File: src/inc/art_defines.svh
// Constants of the autoreload PWM timer: register indexes, fields, resets, timing.
// Assumes inclusion by bare name from the design files; definitions only.
`ifndef ART_DEFINES_SVH
`define ART_DEFINES_SVH

// Register indexes; the AXI byte address is four times the index.
`define ART_IDX_CSR 5'h0d
`define ART_IDX_CNTH 5'h0e
`define ART_IDX_CNTL 5'h0f
`define ART_IDX_RLDH 5'h10
`define ART_IDX_RLDL 5'h11
`define ART_IDX_OUTEN 5'h12
`define ART_IDX_PWMCS 5'h13
`define ART_IDX_DUTH 5'h17
`define ART_IDX_DUTL 5'h18

// Field positions of timer_control_status.
`define ART_CSR_CKSEL_HI 4
`define ART_CSR_CKSEL_LO 3
`define ART_CSR_WRAP 2
`define ART_CSR_WRAPIE 1
`define ART_CSR_MATCHIE 0
// Field positions of pwm_channel_status and the output-enable register.
`define ART_PCS_INVERT 1
`define ART_PCS_MATCH 0
`define ART_OE_BIT 0

// Reset values.
`define ART_RST_BYTE 8'h00
`define ART_RST_WORD 12'h000
`define ART_RST_CKSEL 2'b00

// Counter span and slow-mode prescale.
`define ART_COUNT_MAX 12'hfff
`define ART_SLOW_DIV 32
`define ART_SLOW_LAST 5'h1f

// AXI responses.
`define ART_RESP_OKAY 2'b00
`define ART_RESP_SLVERR 2'b10

`endif

File: src/inc/art_pkg.sv
// Types of the autoreload PWM timer.
// Assumes art_defines.svh is compiled alongside for the numeric constants.
`default_nettype none

package art_pkg;

    typedef enum logic [1:0]
    {
        CLK_OFF = 2'b00,
        CLK_LITE = 2'b01,
        CLK_CPU = 2'b10,
        CLK_RSVD = 2'b11
    } art_clksel_type;

    typedef enum logic [0:0]
    {
        WR_IDLE = 1'b0,
        WR_RESP = 1'b1
    } art_wstate_type;

    typedef enum logic [0:0]
    {
        RD_IDLE = 1'b0,
        RD_DATA = 1'b1
    } art_rstate_type;

endpackage

`default_nettype wire

File: src/verilog/art_tick_gen.sv
// Counter clock enable: selects the source, applies slow-mode division and stops.
// Assumes liteTick is a one-cycle pulse from logic on the same clock.
`include "art_defines.svh"
`default_nettype none

module art_tick_gen
(
    input wire logic clk,
    input wire logic reset,
    input wire logic [1:0] clockSelect,
    input wire logic liteTick,
    input wire logic slowMode,
    input wire logic haltMode,
    input wire logic activeHaltMode,
    input wire logic wrapIrqEn,
    output logic counterTick
);

    logic sourceEvent;
    logic running;
    logic [4:0] prescale;

    ////////////////////////////////////////////////////////////////////////////////
    // Source selection and low-power gating.

    always_comb
    begin
        case (art_pkg::art_clksel_type'(clockSelect))
            art_pkg::CLK_LITE: sourceEvent = liteTick;
            art_pkg::CLK_CPU: sourceEvent = 1'b1;
            default: sourceEvent = 1'b0;
        endcase
    end

    // Halt stops all; active-halt keeps only the lite tick with wrap interrupt on.
    assign running = !haltMode && (!activeHaltMode ||
        (clockSelect == art_pkg::CLK_LITE && wrapIrqEn));

    ////////////////////////////////////////////////////////////////////////////////
    // Slow mode passes one source event in every thirty-two.

    always_ff @(posedge clk)
    begin
        if (reset)
        begin
            prescale <= 5'h00;
        end
        else if (sourceEvent && running && slowMode)
        begin
            prescale <= prescale + 5'h01;
        end
    end

    always_ff @(posedge clk)
    begin
        if (reset)
        begin
            counterTick <= 1'b0;
        end
        else
        begin
            counterTick <= sourceEvent && running &&
                (!slowMode || prescale == `ART_SLOW_LAST);
        end
    end
endmodule

`default_nettype wire

File: src/verilog/art_timer.sv
// Notes on behaviour
// Slow mode divides the counter's input clock by 32; wait changes nothing.
// Halt stops the counter; active-halt too unless lite tick and wrap irq.
// Wrap wakes wait, and active-halt with lite tick; match wakes wait only.
// Each irq needs its flag, its enable and a clear CPU mask.
// Clock select: 00 off, 01 lite tick, 10 CPU clock, 11 reserved; resets 00.
// Wrap flag sets on FFF to reload; reading control/status clears it.
// After the read, wrap flag lingers one more counter clock.
// 12-bit counter resets to zero, counts each selected tick, read as bytes.
// Software reads low byte then high byte and allows for a carry.
// On overflow the counter restarts from the reload value.
// Reload value sets the PWM period, from reload up to FFF.
// Software writes the duty high byte before the low byte.
// Output enabled: duty sets PWM; disabled: duty is the compare value.
// Invert bit, reset 0, inverts the PWM output when 1.
// Match flag sets on counter equal compare; reading channel status clears.
// Software keeps reserved bits written as zero.
// Overflow loads the duty shadow and drives high; match drives low.
// Compare value acts at once; high write suspends compare until low write.
// Output compare is idle while the compare value is zero.
// Interrupt outputs are levels held while flag and enable stay set.
// Top of the 12-bit autoreload PWM timer with an AXI4-Lite register slave.
// Assumes one clock, a synchronous reset and same-clock mode and tick inputs.
`include "art_defines.svh"
`default_nettype none

module art_timer
(
    input wire logic clk,
    input wire logic reset,
    input wire logic [7:0] s_axi_awaddr,
    input wire logic s_axi_awvalid,
    output logic s_axi_awready,
    input wire logic [31:0] s_axi_wdata,
    input wire logic [3:0] s_axi_wstrb,
    input wire logic s_axi_wvalid,
    output logic s_axi_wready,
    output logic [1:0] s_axi_bresp,
    output logic s_axi_bvalid,
    input wire logic s_axi_bready,
    input wire logic [7:0] s_axi_araddr,
    input wire logic s_axi_arvalid,
    output logic s_axi_arready,
    output logic [31:0] s_axi_rdata,
    output logic [1:0] s_axi_rresp,
    output logic s_axi_rvalid,
    input wire logic s_axi_rready,
    input wire logic liteTick,
    input wire logic slowMode,
    input wire logic waitMode,
    input wire logic activeHaltMode,
    input wire logic haltMode,
    input wire logic cpuIrqMask,
    output logic pwmOutput,
    output logic pwmOutputEn,
    output logic wrapIrq,
    output logic matchIrq,
    output logic wakeRequest
);

    ////////////////////////////////////////////////////////////////////////////////
    // Decoding helpers.

    function automatic logic isMapped(input logic [7:0] addr);
        logic [4:0] idx;
        idx = addr[6:2];
        isMapped = addr[7] == 1'b0 && addr[1:0] == 2'b00 &&
            ((idx >= `ART_IDX_CSR && idx <= `ART_IDX_PWMCS) ||
            idx == `ART_IDX_DUTH || idx == `ART_IDX_DUTL);
    endfunction

    function automatic logic hitIndex(input logic [7:0] addr, input logic [4:0] idx);
        hitIndex = isMapped(addr) && addr[6:2] == idx;
    endfunction

    ////////////////////////////////////////////////////////////////////////////////
    // State.

    logic [1:0] counterClockSelect;
    logic wrapIrqEn;
    logic matchIrqEn;
    logic wrapFlag;
    logic wrapClearPending;
    logic matchFlag;
    logic pwmOutEn;
    logic pwmInvert;
    logic [11:0] countValue;
    logic [11:0] reloadValue;
    logic [11:0] dutyValue;
    logic [11:0] dutyShadow;
    logic highPending;
    logic pwmLevel;
    logic counterTick;
    logic [11:0] next_count;
    logic atMax;
    logic [11:0] compareValue;
    logic compareEnabled;
    logic matchHit;

    art_pkg::art_wstate_type wrState;
    art_pkg::art_rstate_type rdState;
    logic awHeld;
    logic wHeld;
    logic [7:0] wrAddr;
    logic [7:0] wrByte;
    logic wrByteEn;
    logic doWrite;
    logic doRead;
    logic readClearsWrap;
    logic readClearsMatch;
    logic [7:0] readByte;

    ////////////////////////////////////////////////////////////////////////////////
    // Counter clock.

    art_tick_gen tickGen
    (
        .clk(clk),
        .reset(reset),
        .clockSelect(counterClockSelect),
        .liteTick(liteTick),
        .slowMode(slowMode),
        .haltMode(haltMode),
        .activeHaltMode(activeHaltMode),
        .wrapIrqEn(wrapIrqEn),
        .counterTick(counterTick)
    );

    ////////////////////////////////////////////////////////////////////////////////
    // Counter and compare.

    assign atMax = countValue == `ART_COUNT_MAX;
    assign next_count = atMax ? reloadValue : countValue + 12'h001;

    // PWM compares with the shadow, output compare with the live value.
    assign compareValue = pwmOutEn ? dutyShadow : dutyValue;
    assign compareEnabled = !highPending && (pwmOutEn || dutyValue != 12'h000);
    assign matchHit = counterTick && compareEnabled && next_count == compareValue;

    always_ff @(posedge clk)
    begin
        if (reset)
        begin
            countValue <= `ART_RST_WORD;
        end
        else if (counterTick)
        begin
            countValue <= next_count;
        end
    end

    always_ff @(posedge clk)
    begin
        if (reset)
        begin
            dutyShadow <= `ART_RST_WORD;
        end
        else if (counterTick && atMax)
        begin
            dutyShadow <= dutyValue;
        end
    end

    always_ff @(posedge clk)
    begin
        if (reset)
        begin
            pwmLevel <= 1'b0;
        end
        else if (counterTick && atMax)
        begin
            pwmLevel <= 1'b1;
        end
        else if (matchHit && pwmOutEn)
        begin
            pwmLevel <= 1'b0;
        end
    end

    ////////////////////////////////////////////////////////////////////////////////
    // Flags; a new event beats a clear in the same cycle.

    always_ff @(posedge clk)
    begin
        if (reset)
        begin
            wrapClearPending <= 1'b0;
        end
        else if (counterTick)
        begin
            wrapClearPending <= 1'b0;
        end
        else if (readClearsWrap && wrapFlag)
        begin
            wrapClearPending <= 1'b1;
        end
    end

    always_ff @(posedge clk)
    begin
        if (reset)
        begin
            wrapFlag <= 1'b0;
        end
        else if (counterTick && atMax)
        begin
            wrapFlag <= 1'b1;
        end
        else if (counterTick && (wrapClearPending || readClearsWrap))
        begin
            wrapFlag <= 1'b0;
        end
    end

    always_ff @(posedge clk)
    begin
        if (reset)
        begin
            matchFlag <= 1'b0;
        end
        else if (matchHit)
        begin
            matchFlag <= 1'b1;
        end
        else if (readClearsMatch)
        begin
            matchFlag <= 1'b0;
        end
    end

    ////////////////////////////////////////////////////////////////////////////////
    // Outputs.

    always_ff @(posedge clk)
    begin
        if (reset)
        begin
            wrapIrq <= 1'b0;
            matchIrq <= 1'b0;
            wakeRequest <= 1'b0;
            pwmOutput <= 1'b0;
            pwmOutputEn <= 1'b0;
        end
        else
        begin
            wrapIrq <= wrapFlag && wrapIrqEn && !cpuIrqMask;
            matchIrq <= matchFlag && matchIrqEn && !cpuIrqMask;
            wakeRequest <= (waitMode && !haltMode &&
                ((wrapFlag && wrapIrqEn) || (matchFlag && matchIrqEn))) ||
                (activeHaltMode && !haltMode && wrapFlag && wrapIrqEn &&
                counterClockSelect == art_pkg::CLK_LITE);
            pwmOutput <= pwmOutEn && (pwmLevel ^ pwmInvert);
            pwmOutputEn <= pwmOutEn;
        end
    end

    ////////////////////////////////////////////////////////////////////////////////
    // Software registers.

    assign doWrite = wrState == art_pkg::WR_IDLE && awHeld && wHeld;

    always_ff @(posedge clk)
    begin
        if (reset)
        begin
            counterClockSelect <= `ART_RST_CKSEL;
            wrapIrqEn <= 1'b0;
            matchIrqEn <= 1'b0;
            pwmOutEn <= 1'b0;
            pwmInvert <= 1'b0;
        end
        else if (doWrite && wrByteEn)
        begin
            if (hitIndex(wrAddr, `ART_IDX_CSR))
            begin
                counterClockSelect <= wrByte[`ART_CSR_CKSEL_HI:`ART_CSR_CKSEL_LO];
                wrapIrqEn <= wrByte[`ART_CSR_WRAPIE];
                matchIrqEn <= wrByte[`ART_CSR_MATCHIE];
            end
            if (hitIndex(wrAddr, `ART_IDX_OUTEN))
            begin
                pwmOutEn <= wrByte[`ART_OE_BIT];
            end
            if (hitIndex(wrAddr, `ART_IDX_PWMCS))
            begin
                pwmInvert <= wrByte[`ART_PCS_INVERT];
            end
        end
    end

    always_ff @(posedge clk)
    begin
        if (reset)
        begin
            reloadValue <= `ART_RST_WORD;
            dutyValue <= `ART_RST_WORD;
            highPending <= 1'b0;
        end
        else if (doWrite && wrByteEn)
        begin
            if (hitIndex(wrAddr, `ART_IDX_RLDH))
            begin
                reloadValue[11:8] <= wrByte[3:0];
            end
            if (hitIndex(wrAddr, `ART_IDX_RLDL))
            begin
                reloadValue[7:0] <= wrByte;
            end
            if (hitIndex(wrAddr, `ART_IDX_DUTH))
            begin
                dutyValue[11:8] <= wrByte[3:0];
                highPending <= 1'b1;
            end
            if (hitIndex(wrAddr, `ART_IDX_DUTL))
            begin
                dutyValue[7:0] <= wrByte;
                highPending <= 1'b0;
            end
        end
    end

    always_comb
    begin
        readByte = 8'h00;
        if (hitIndex(s_axi_araddr, `ART_IDX_CSR))
        begin
            readByte = {3'h0, counterClockSelect, wrapFlag, wrapIrqEn, matchIrqEn};
        end
        else if (hitIndex(s_axi_araddr, `ART_IDX_CNTH))
        begin
            readByte = {4'h0, countValue[11:8]};
        end
        else if (hitIndex(s_axi_araddr, `ART_IDX_CNTL))
        begin
            readByte = countValue[7:0];
        end
        else if (hitIndex(s_axi_araddr, `ART_IDX_RLDH))
        begin
            readByte = {4'h0, reloadValue[11:8]};
        end
        else if (hitIndex(s_axi_araddr, `ART_IDX_RLDL))
        begin
            readByte = reloadValue[7:0];
        end
        else if (hitIndex(s_axi_araddr, `ART_IDX_OUTEN))
        begin
            readByte = {7'h00, pwmOutEn};
        end
        else if (hitIndex(s_axi_araddr, `ART_IDX_PWMCS))
        begin
            readByte = {6'h00, pwmInvert, matchFlag};
        end
        else if (hitIndex(s_axi_araddr, `ART_IDX_DUTH))
        begin
            readByte = {4'h0, dutyValue[11:8]};
        end
        else if (hitIndex(s_axi_araddr, `ART_IDX_DUTL))
        begin
            readByte = dutyValue[7:0];
        end
    end

    ////////////////////////////////////////////////////////////////////////////////
    // AXI4-Lite write channel.

    always_ff @(posedge clk)
    begin
        if (reset)
        begin
            wrState <= art_pkg::WR_IDLE;
            awHeld <= 1'b0;
            wHeld <= 1'b0;
            wrAddr <= 8'h00;
            wrByte <= 8'h00;
            wrByteEn <= 1'b0;
            s_axi_awready <= 1'b0;
            s_axi_wready <= 1'b0;
            s_axi_bvalid <= 1'b0;
            s_axi_bresp <= `ART_RESP_OKAY;
        end
        else
        begin
            case (wrState)
                art_pkg::WR_IDLE:
                begin
                    s_axi_awready <= !awHeld && !(s_axi_awvalid && s_axi_awready);
                    s_axi_wready <= !wHeld && !(s_axi_wvalid && s_axi_wready);
                    if (s_axi_awvalid && s_axi_awready)
                    begin
                        awHeld <= 1'b1;
                        wrAddr <= s_axi_awaddr;
                    end
                    if (s_axi_wvalid && s_axi_wready)
                    begin
                        wHeld <= 1'b1;
                        wrByte <= s_axi_wdata[7:0];
                        wrByteEn <= s_axi_wstrb[0];
                    end
                    if (doWrite)
                    begin
                        s_axi_bvalid <= 1'b1;
                        s_axi_bresp <= isMapped(wrAddr) ? `ART_RESP_OKAY : `ART_RESP_SLVERR;
                        wrState <= art_pkg::WR_RESP;
                    end
                end
                art_pkg::WR_RESP:
                begin
                    if (s_axi_bready)
                    begin
                        s_axi_bvalid <= 1'b0;
                        awHeld <= 1'b0;
                        wHeld <= 1'b0;
                        s_axi_awready <= 1'b1;
                        s_axi_wready <= 1'b1;
                        wrState <= art_pkg::WR_IDLE;
                    end
                end
                default:
                begin
                    wrState <= art_pkg::WR_IDLE;
                end
            endcase
        end
    end

    ////////////////////////////////////////////////////////////////////////////////
    // AXI4-Lite read channel; reading a status register clears its flag.

    assign doRead = s_axi_arvalid && s_axi_arready;
    assign readClearsWrap = doRead && hitIndex(s_axi_araddr, `ART_IDX_CSR);
    assign readClearsMatch = doRead && hitIndex(s_axi_araddr, `ART_IDX_PWMCS);

    always_ff @(posedge clk)
    begin
        if (reset)
        begin
            rdState <= art_pkg::RD_IDLE;
            s_axi_arready <= 1'b0;
            s_axi_rvalid <= 1'b0;
            s_axi_rdata <= 32'h00000000;
            s_axi_rresp <= `ART_RESP_OKAY;
        end
        else
        begin
            case (rdState)
                art_pkg::RD_IDLE:
                begin
                    s_axi_arready <= !doRead;
                    if (doRead)
                    begin
                        s_axi_rvalid <= 1'b1;
                        s_axi_rdata <= {24'h000000, readByte};
                        s_axi_rresp <= isMapped(s_axi_araddr) ?
                            `ART_RESP_OKAY : `ART_RESP_SLVERR;
                        rdState <= art_pkg::RD_DATA;
                    end
                end
                art_pkg::RD_DATA:
                begin
                    if (s_axi_rready)
                    begin
                        s_axi_rvalid <= 1'b0;
                        s_axi_arready <= 1'b1;
                        rdState <= art_pkg::RD_IDLE;
                    end
                end
                default:
                begin
                    rdState <= art_pkg::RD_IDLE;
                end
            endcase
        end
    end
endmodule

`default_nettype wire

File: config.mk
export PLATFORM = sky130hd
export DESIGN_NAME = art_timer
export DESIGN_NICKNAME = d
export VERILOG_FILES = /design/src/inc/art_pkg.sv /design/src/verilog/art_tick_gen.sv /design/src/verilog/art_timer.sv
export VERILOG_INCLUDE_DIRS = /design/src /design/src/inc
export SDC_FILE = /design/constraint.sdc
export NUM_CORES = 1
export LEC_CHECK = 0
export CORE_AREA = 10 10 107 109
export DETAILED_ROUTE_END_ITERATION = 6
export DIE_AREA = 0 0 117 119
export DONT_BUFFER_PORTS = 1
export PLACE_DENSITY = 0.81
export RECOVER_POWER = 50
export SYNTH_ARGS = -nofsm -noshare
export SYNTH_HDL_FRONTEND = slang
export SYNTH_SLANG_ARGS = --single-unit
export TNS_END_PERCENT = 50
File: constraint.sdc
create_clock -name clk -period 7.4 [get_ports clk]
set_input_delay 0.37 -clock clk [delete_from_list [all_inputs] [get_ports clk]]
set_output_delay 0.37 -clock clk [all_outputs]
set_load 0.02 [all_outputs]
Word-level counts from Yosys, hierarchy flattened

Index checks and enable logic that the tools add are counted.

Flip-flop bits (word level): 108
Input port bits: 65
Output and inout bits: 46
Word-level logic and storage cells: 218

Add/sub/neg operators: 2
Magnitude comparators: 4
Eq/ne operators: 27
Mux-type cells: 43
Bitwise operators: 5
Reductions and logical operators: 99

Operators with widths:

| operator                | count |
|---|---|
| $mux W8                 | 9 |
| $eq A5 B5 Y1 const B    | 13 |
| $logic_and A1 B1 Y1     | 55 |
| $reduce_and A2 Y1       | 16 |
| $mux W12                | 2 |
| $eq A5 B4 Y1 const B    | 4 |
| $mux W1                 | 20 |
| $pmux W1 S2             | 10 |
| $add A12 B1 Y12 const B | 1 |
| $eq A12 B12 Y1          | 1 |
| $eq A12 B12 Y1 const B  | 1 |
| $reduce_bool A12 Y1     | 1 |
| $ge A5 B4 Y1 const B    | 2 |
| $le A5 B5 Y1 const B    | 2 |
| $logic_not A1 Y1        | 10 |
| $logic_or A1 B1 Y1      | 10 |
| $ne A2 B2 Y1 const B    | 4 |
| $reduce_bool A2 Y1      | 4 |
| $add A5 B1 Y5 const B   | 1 |
| $logic_not A2 Y1        | 2 |
| $mux W2                 | 2 |
| $ne A2 B1 Y1 const B    | 2 |
| $not A1 Y1              | 4 |
| $eq A2 B1 Y1 const B    | 1 |
| 3 further kinds         | 3 |

Longest topological paths before layout

Gate-level depths: netlist (run 1).

Word-level depth: 15
Depth in mapped cells: 9
Mapped depth without buffers: 8

Modules after synthesis

From an unflattened synthesis (run 1), not the netlist that was laid out.

Cell total of the unflattened synthesis: 671
Area total of the unflattened synthesis: 5606.6 um2

Modules (own cells, without submodules):

| module       | instances | cells each | area each (um2) |
|---|---|---|---|
| art_timer    | 1         | 635        | 5260.0 |
| art_tick_gen | 1         | 36         | 346.6 |

Worst setup path after synthesis (run 1)

OpenSTA, ideal clock, no wires.

Path kind: register to register
Start: reg countValue[0]
End: reg pwmLevel
Library setup time: 0.120 ns
Arrival: 2.291 ns
Required time: 7.280 ns
Slack: 4.990 ns
Stages on the path, launching flop included: 10
Path buffers: 1
Clock period less this slack: 2.410 ns
Cell sequence: dfxtp_1 > ha_1 > buf_6 > and4_1 > o21ai_0 > nor2_1 > nor4bb_1 > o311ai_1 > or4_4 > o31a_1

Longest elaborated chain between the ends: 6
Elaborated cells between the ends (all ways): 9
Those cells by class: 1 x add/sub; 2 x eq/ne; 2 x mux; 4 x reduce/logical

RTL lines:

| item                                                     | RTL line         | source |
|---|---|---|
| from (decl)                                              | art_timer.sv:87  | `logic [11:0] countValue;` |
| from (signal assigned)                                   | art_timer.sv:144 | `` countValue <= `ART_RST_WORD; `` |
| from (signal assigned)                                   | art_timer.sv:148 | `countValue <= next_count;` |
| $add A12 B1 Y12 / $eq A12 B12 Y1 (equally long branches) | --               |  |
| $mux W12                                                 | art_timer.sv:133 | `assign next_count = atMax ? reloadValue : countValue + 12'h001;` |
| $eq A12 B12 Y1                                           | art_timer.sv:138 | `assign matchHit = counterTick && compareEnabled && next_count == compareValue;` |
| $logic_and A1 B1 Y1                                      | art_timer.sv:138 |  |
| $logic_and A1 B1 Y1                                      | art_timer.sv:174 | `else if (matchHit && pwmOutEn)` |
| $reduce_bool A2 Y1 (no line)                             | --               |  |
| to (signal assigned)                                     | art_timer.sv:168 | `pwmLevel <= 1'b0;` |
| to (signal assigned)                                     | art_timer.sv:172 | `pwmLevel <= 1'b1;` |
| to (signal assigned)                                     | art_timer.sv:176 | `pwmLevel <= 1'b0;` |
| to (decl)                                                | art_timer.sv:92  | `logic pwmLevel;` |

Several ways; a longest one is shown, not always the timed one.
A chain may end at the register's enable or synchronous reset.

Worst setup path in the final report (run 1)

Same ends and word-level chain as after synthesis.

==> results of run 1 <==
==> per-stage QoR <==
stage          total power [mW]  hold slack, ns  worst slack [ns]  utilization  cell area (µm²)
2_1_floorplan            0.6677          0.4313             4.990            -             5577
3_5_place_dp             0.6588          0.4367             4.461       0.5638             5333
6_report                 0.9551         0.06832             4.376       0.5802             5488
3_3_place_gp             0.6560          0.4336             4.488       0.5638             5333
4_1_cts                  0.9602         0.05304             4.427       0.5806             5492
5_1_grt                  0.9912         0.04538             4.218       0.5802             5488
==> metal layers <==
metal  track usage  part of all wire  up-vias
met3       0.05321             0.097       28
met4       0.07110             0.023        0
li1              -                 -     2199
met2        0.2983              0.47      205
met5             0                 0        -
met1        0.2449              0.41     2121
==> cells in the final DEF, fill, tap and decap left out, types with 3 or more instances in the layout <==
master	Yosys	layout
ha_1	5	5
xor2_1	8	8
nor4_1	5	5
and3_1	5	5
a21oi_1	61	62
and2_0	1	3
a211oi_1	5	5
clkbuf_8	1	9
nor3_1	20	20
nor2_1	78	78
a31oi_1	6	6
nand2b_1	8	8
nand2_1	97	97
dfxtp_1	106	106
nand4_1	4	4
or2_2	5	3
mux2i_1	47	47
and4_1	3	3
a22oi_1	10	10
conb_1	1	26
o21ai_0	23	23
xnor2_1	12	12
nor2b_1	8	8
o22ai_1	3	3
inv_1	7	7
or3_1	3	3
nand3_1	11	11
==> Yosys cell counts (3+ instances only) <==
cell	instances
a211oi_1	5
a21oi_1	61
a22oi_1	10
a31oi_1	6
and2_1	3
and3_1	5
and4_1	3
buf_4	27
buf_6	6
clkbuf_1	26
dfxtp_1	106
ha_1	5
inv_1	7
mux2i_1	47
nand2_1	97
nand2b_1	8
nand3_1	11
nand4_1	4
nor2_1	78
nor2b_1	8
nor3_1	20
nor4_1	5
o21ai_0	23
o22ai_1	3
or2_2	5
or3_1	3
xnor2_1	12
xor2_1	8
==> state kept, by name (all words and copies together), names as in the netlist, 2 cells and up <==
signal              flops
dutyValue              12
reloadValue            12
dutyShadow             12
s_axi_rdata             8
counterClockSelect      2
tickGen.prescale        5
wrAddr                  8
wrByte                  8
countValue             12
==> report_power, final <==
group	switching, mW	total (mW)	internal (mW)
logic	0.0331	0.0473	0.0142
registers	0.0179	0.598	0.581
clock network	0.188	0.309	0.122
total	0.239	0.955	0.716
==> worst max-delay path: stages (launching register included) <==
cell,delay (ns)
dfxtp_1,0.48
ha_1,0.37
nand4_2,0.22
nor3_4,0.63
nand3_1,0.12
o21ai_0,0.13
o311ai_1,0.13
or4_4,0.52
o31a_1,0.31
==> worst max-delay path by stage <==
stage | from | end | slack (ns) | cells after the start
final | countValue[0]$_SDFFE_PP0P_ | pwmLevel$_SDFFE_PP0P_ | 4.38 | 8
after global routing | countValue[1]$_SDFFE_PP0P_ | pwmLevel$_SDFFE_PP0P_ | 4.22 | 8
after CTS | countValue[0]$_SDFFE_PP0P_ | pwmLevel$_SDFFE_PP0P_ | 4.43 | 8
after detailed placement | countValue[0]$_SDFFE_PP0P_ | pwmLevel$_SDFFE_PP0P_ | 4.46 | 8
after global placement | countValue[0]$_SDFFE_PP0P_ | pwmLevel$_SDFFE_PP0P_ | 4.49 | 8
after floorplan | countValue[0]$_SDFFE_PP0P_ | pwmLevel$_SDFFE_PP0P_ | 4.99 | 9
==> layout make-up <==
| cell class | instances | area share |
|---|---|---|
| flip-flops and latches | 106 | 0.3867 |
| clock inverters | 4 | 0.005016 |
| well taps | 114 | 0.02599 |
| multi-input cells | 509 | 0.5536 |
| inverters | 7 | 0.004788 |
| clock buffers | 11 | 0.02394 |
==> kinds of logic after synthesis <==
family | Yosys count | share of synthesized area
AO/OA/AOI/OAI | 134 | 0.1502
XOR/XNOR | 20 | 0.03195
adder cells (fa/ha/maj) | 5 | 0.01141
buffers and inverters | 68 | 0.07531
flip-flops | 106 | 0.3870
multiplexers | 50 | 0.09242
other | 1 | 0.0006840
AND/OR/NAND/NOR | 274 | 0.2510
==> results.yml, run 1 <==
run_status:
  outcome: "finished clean"
route:
  drcViolationCount: 0
  vias: 4553
  viasPerCell: 6.063
  drt_iter0_markers: 464
  drt-total-wl_um: 13340
  drt-pass1-iter-count: 5
  antenna_left: 0
  avgRoutedWirePerCell_um: 17.76
layout:
  regArea_mm2: 0.002122
  area_growth_pct: 0.09123
  multiInputGateArea_mm2: 0.003038
  finalNonFillerCells: 751
  diodes: 0
  fin_nets: 703
  n_fill_cell: 840
  drive_gt1_frac: 0.05965
synthesis:
  netlist_instances: 658
  yosys_warnings: 0
  netlist.top_cell.by_area: "dfxtp_1"
  ys_async_sr_fraction: 0
  yosysSeqAreaShare: 0.3870
  synth_top_area_frac: 0.3870
  synthFlopType: "dfxtp_1"
  synth.lib_cells_used.distinct: 71
  synthesis.area_mm2: 0.005483
  synth-edff-count: 0
  synth_area_leaders: "dfxtp_1 (39%), mux2i_1 (8.6%), nand2_1 (6.6%)"
  ys_seq_elements: 106
  avgSynthCellArea_um2: 8.332
worst_setup_path:
  timing.rr.start: "countValue[0]$_SDFFE_PP0P_"
  worstRegToRegCells: 8
  critPathKind: "reg2reg"
  worstPathMaxFanout: 19
  start_kind: "flop"
  crit_arrival_ns: 3.28
  end_kind: "flop"
  rrSetupSlack_ns: 4.38
  r2r-end: "pwmLevel$_SDFFE_PP0P_"
  cp.required_ns: 7.66
run:
  cap_violations: 0
clock_tree:
  clk_latency_ns: 0.36
  cts.sinks: 106
  cts_made_buffers: 9
  cts_setup_buffers: 0
  postCtsHoldBufs: 0
  clkTransAtPathRegs_ns: 0.09
  cts_resized: 0
  clockRootBuffer: "clkbuf_8"
  h-tree-depth: 3
  cts_tree: "yes"
  clockBufferDepth: 2
sta:
  relSlewSlack: 0.4015
  rsz0062_at_grt: "no"
  slew_violations: 0
  skew_ns: 0.009806
  setup_violations: 0
  setup-tns-final_ns: 0
  finalHoldViolCount: 0
  fmax_mhz: 330.7
  finalCritPeriodShare: 0.4086
  finalCriticalPeriod_ns: 3.024
  max_slew.worst_pin.slew_ns: 0.8972
die:
  die_w_um: 117
  io_pins: 111
  std_cell_rows: 36
  die_h_um: 119
  initial_core_util: 0.5796
  core_mm2: 0.009459
  die-area_mm2: 0.01392
power_and_ir_drop:
  power_leakage_nw: 1.929
  power_density_mw_per_mm2: 174.0
  ir_drop_mv: 0.1064
placed_design:
  place_congestion: 0.9689
  placement.io_buffers: 0
  place_hpwl_um: 10010
  dp_cells: 736
worst_hold_path:
  hp-start: "cpuIrqMask"
  hold-path-endpoint: "matchIrq$_SDFF_PP0_"
  hold_path_class: "in2reg"
  holdPathStages: 1
global_routing:
  grt_overflow_total: 0
  grt_pass1_wl_um: 21690
  track_usage: 0.1912
  grt_pass1_vias: 4343
  antenna_found_initial: 0
  grt_max_degree: 101
Note: power is estimated with default switching activity, not from simulation.
==> run 2, diff against run 1 <==
Settings changed: ABC_AREA from default to 1.
Clock period 7.4 ns to 2.9 ns, I/O delays scaled along.
==> run 2 against run 1 <==
Compared with the run above:
- die area unchanged
- sequential power grew to 2.6 times the previous value
- largest power group unchanged
- critical path depth increased by 6
==> results.yml, run 2 <==
layout:
  diodes: 0
  layout_common_cells: "nand2_1 (139), inv_1 (106), dfxtp_1 (106), o21ai_0 (92), nor2_1 (81)"
  fin_nets: 879
  drive_gt1_frac: 0.06634
  layout_commonest_cell: "nand2_1"
  fin_area_mm2: 0.005859
  final_util: 0.6194
  area_growth_pct: 7.064
worst_setup_path:
  start_kind: "flop"
  path_depth: 14
  end_kind: "flop"
  slowest_delay_ns: 0.46
  critPathKind: "reg2reg"
  worstPathMaxFanout: 5
  crit_buf_inv: 0
  cp_cell_sequence: "ha_1 -> nand2_1 -> nor2_4 -> nand3_2 -> nor2_1 -> nand2_1 -> nand3_1 -> nand2_1 -> nor2_1 -> nand2_1 -> nor2_1 -> nand3_1 -> nand2_1 -> a21oi_1"
  crit_family: "simple AND/OR/NAND/NOR gates"
  slowest_stage: "dfxtp_1"
  crit_top_cell: "nand2_1"
  crit_arrival_ns: 2.79
  cp.required_ns: 3.12
  worstRegToRegCells: 14
synthesis:
  ys_seq_elements: 106
  yosysSeqAreaShare: 0.3877
  netlist_instances: 794
  yosysMostFrequentCell: "nand2_1"
  avgSynthCellArea_um2: 6.893
  synth.lib_cells_used.distinct: 43
  synth_area_leaders: "dfxtp_1 (39%), nand2_1 (9.4%), o21ai_0 (8.2%)"
  yosys_warnings: 0
  synth_top_area_frac: 0.3877
  synthesis.area_mm2: 0.005473
  ys_async_sr_fraction: 0
  ys_top_cells_by_count: "nand2_1 (137), dfxtp_1 (106), inv_1 (106)"
  netlist.top_cell.by_area: "dfxtp_1"
  synth-edff-count: 0
  synthFlopType: "dfxtp_1"
global_routing:
  use_met3: 0.04568
  track_usage: 0.2147
  grt_pass1_vias: 5091
  grt_pass1_wl_um: 24520
  grt_max_degree: 44
  gr-usage-met2: 0.3672
  grt_overflow_total: 0
  antenna_found_initial: 0
  grt.met1_usage: 0.2600
  grt_busiest_layer: "met2"
die:
  die-area_mm2: 0.01392
  std_cell_rows: 36
  initial_core_util: 0.5786
  io_pins: 111
  core_mm2: 0.009459
  die_h_um: 119
  die_w_um: 117
clock_tree:
  cts.sinks: 106
  clockBufferDepth: 2
  cts_made_buffers: 9
  h-tree-depth: 3
  clkTransAtPathRegs_ns: 0.11
  clockRootBuffer: "clkbuf_8"
  cts_tree: "yes"
  clk_latency_ns: 0.38
power_and_ir_drop:
  p_sw_mw: 0.7270
  power_leakage_nw: 2.429
  p_clk_frac: 0.345
  power_mw: 2.606
  p_int_mw: 1.879
  comb_power_share: 0.069
  power_density_mw_per_mm2: 444.7
  pwr-share-seq: 0.586
  ir_drop_mv: 0.2736
  sw_frac_of_total: 0.2790
placed_design:
  place_area_mm2: 0.005446
  pre_cts_ws_ns: 0.5725
  place_hpwl_um: 11480
  placement.io_buffers: 0
  place_congestion: 0.9641
worst_hold_path:
  hold_path_class: "in2reg"
  holdPathStages: 3
sta:
  finalCritPeriodShare: 0.8890
  finalHoldViolCount: 0
  max_slew.worst_pin.slew_ns: 1.175
  slew_violations: 0
  setup_violations: 0
  finalCriticalPeriod_ns: 2.578
  relSlewSlack: 0.2138
  setup-tns-final_ns: 0
  finalWorstSetupSlack_ns: 0.3219
  fmax_mhz: 387.9
  rsz0062_at_grt: "no"
  skew_ns: 0.01799
route:
  antenna_left: 0
  drcViolationCount: 0
  avgRoutedWirePerCell_um: 16.13
  drt-total-wl_um: 14970
  drt_iter0_markers: 539
  vias: 5210
  drt-pass1-iter-count: 5
  viasPerCell: 5.614
run_status:
  outcome: "finished clean"
run:
  cap_violations: 0
-- run 2: changes by cell type after synthesis, moves of 11 or more --
cell     before  now
o21ai_0      23   90
a21oi_1      61   78
nand2_1      97  137
xnor2_1      12    1
nand4_1       4   16
nand3_1      11   38
inv_1         7  106
mux2i_1      47    0
-- run 2: logic make-up (layout without fill, tap and decap cells) --
kind of cell,after synthesis,count (layout),share of synthesized area
flops,106,106,0.3877
compound gates,207,207,0.2096
fa+ha+maj,5,5,0.01143
other cells,1,26,0.0006852
xor+xnor,3,3,0.004802
buf+inv,163,158,0.1344
simple gates,309,309,0.2513
-- run 2: final cells by class --
| cell class | instances | area (µm²) |
|---|---|---|
| multi-input cells | 550 | 2699 |
| fillers | 880 | 3600 |
| inverters | 112 | 420.4 |
| flip-flops and latches | 106 | 2122 |
| clock buffers | 9 | 123.9 |
| repair buffers | 30 | 279.0 |
| clock inverters | 7 | 72.57 |
| well taps | 114 | 142.6 |
-- run 2: power groups by stage --
stage               combinational [mW]  sequential, mW  clock [mW]
global route                     0.204            1.53       0.960
finish                           0.180            1.53       0.900
global placement                 0.140            1.56           0
detailed placement               0.145            1.56           0
floorplan                        0.156            1.55           0
CTS                              0.176            1.53       0.911
-- run 2: repair_timing --
item / in CTS / in global routing
setup buffers: 0 / 0
gates resized for setup: 0 / 0
endpoints found under the hold margin: 47 / 0
hold buffers: 23 / 0
-- run 2: worst paths after layout --
check	start	endpoint	slack, ns
hold / removal	slowMode	tickGen.counterTick$_SDFF_PP0_	0.02
setup / recovery	countValue[1]$_SDFFE_PP0P_	pwmLevel$_SDFFE_PP0P_	0.32
setup reg to reg	countValue[1]$_SDFFE_PP0P_	pwmLevel$_SDFFE_PP0P_	0.32
hold reg to reg	wHeld$_SDFFE_PP0P_	s_axi_wready$_SDFFE_PP0P_	0.47
-- run 2: metrics by stage --
step	hold WS, ns	instances
CTS	0.01235	928
global placement	0.2155	889
floorplan	0.2217	819
global route	0.02074	928
finish	0.02177	928
detailed placement	0.2131	889
-- run 2: routing by layer --
layer / wire (µm) / up-vias / part of all wire
met5: 0 / - / 0
met4: 350 / 0 / 0.023
met3: 935 / 33 / 0.062
met2: 7422 / 204 / 0.50
met1: 6262 / 2385 / 0.42
li1: - / 2588 / -
-- run 2: worst reg2reg max path, stage by stage, from the launching register on --
cell and delay [ns]:
dfxtp_1 0.46, ha_1 0.30, nand2_1 0.17, nor2_4 0.20, nand3_2 0.11, nor2_1 0.30
nand2_1 0.13, nand3_1 0.10, nand2_1 0.05, nor2_1 0.09, nand2_1 0.07, nor2_1 0.21
nand3_1 0.11, nand2_1 0.07, a21oi_1 0.05
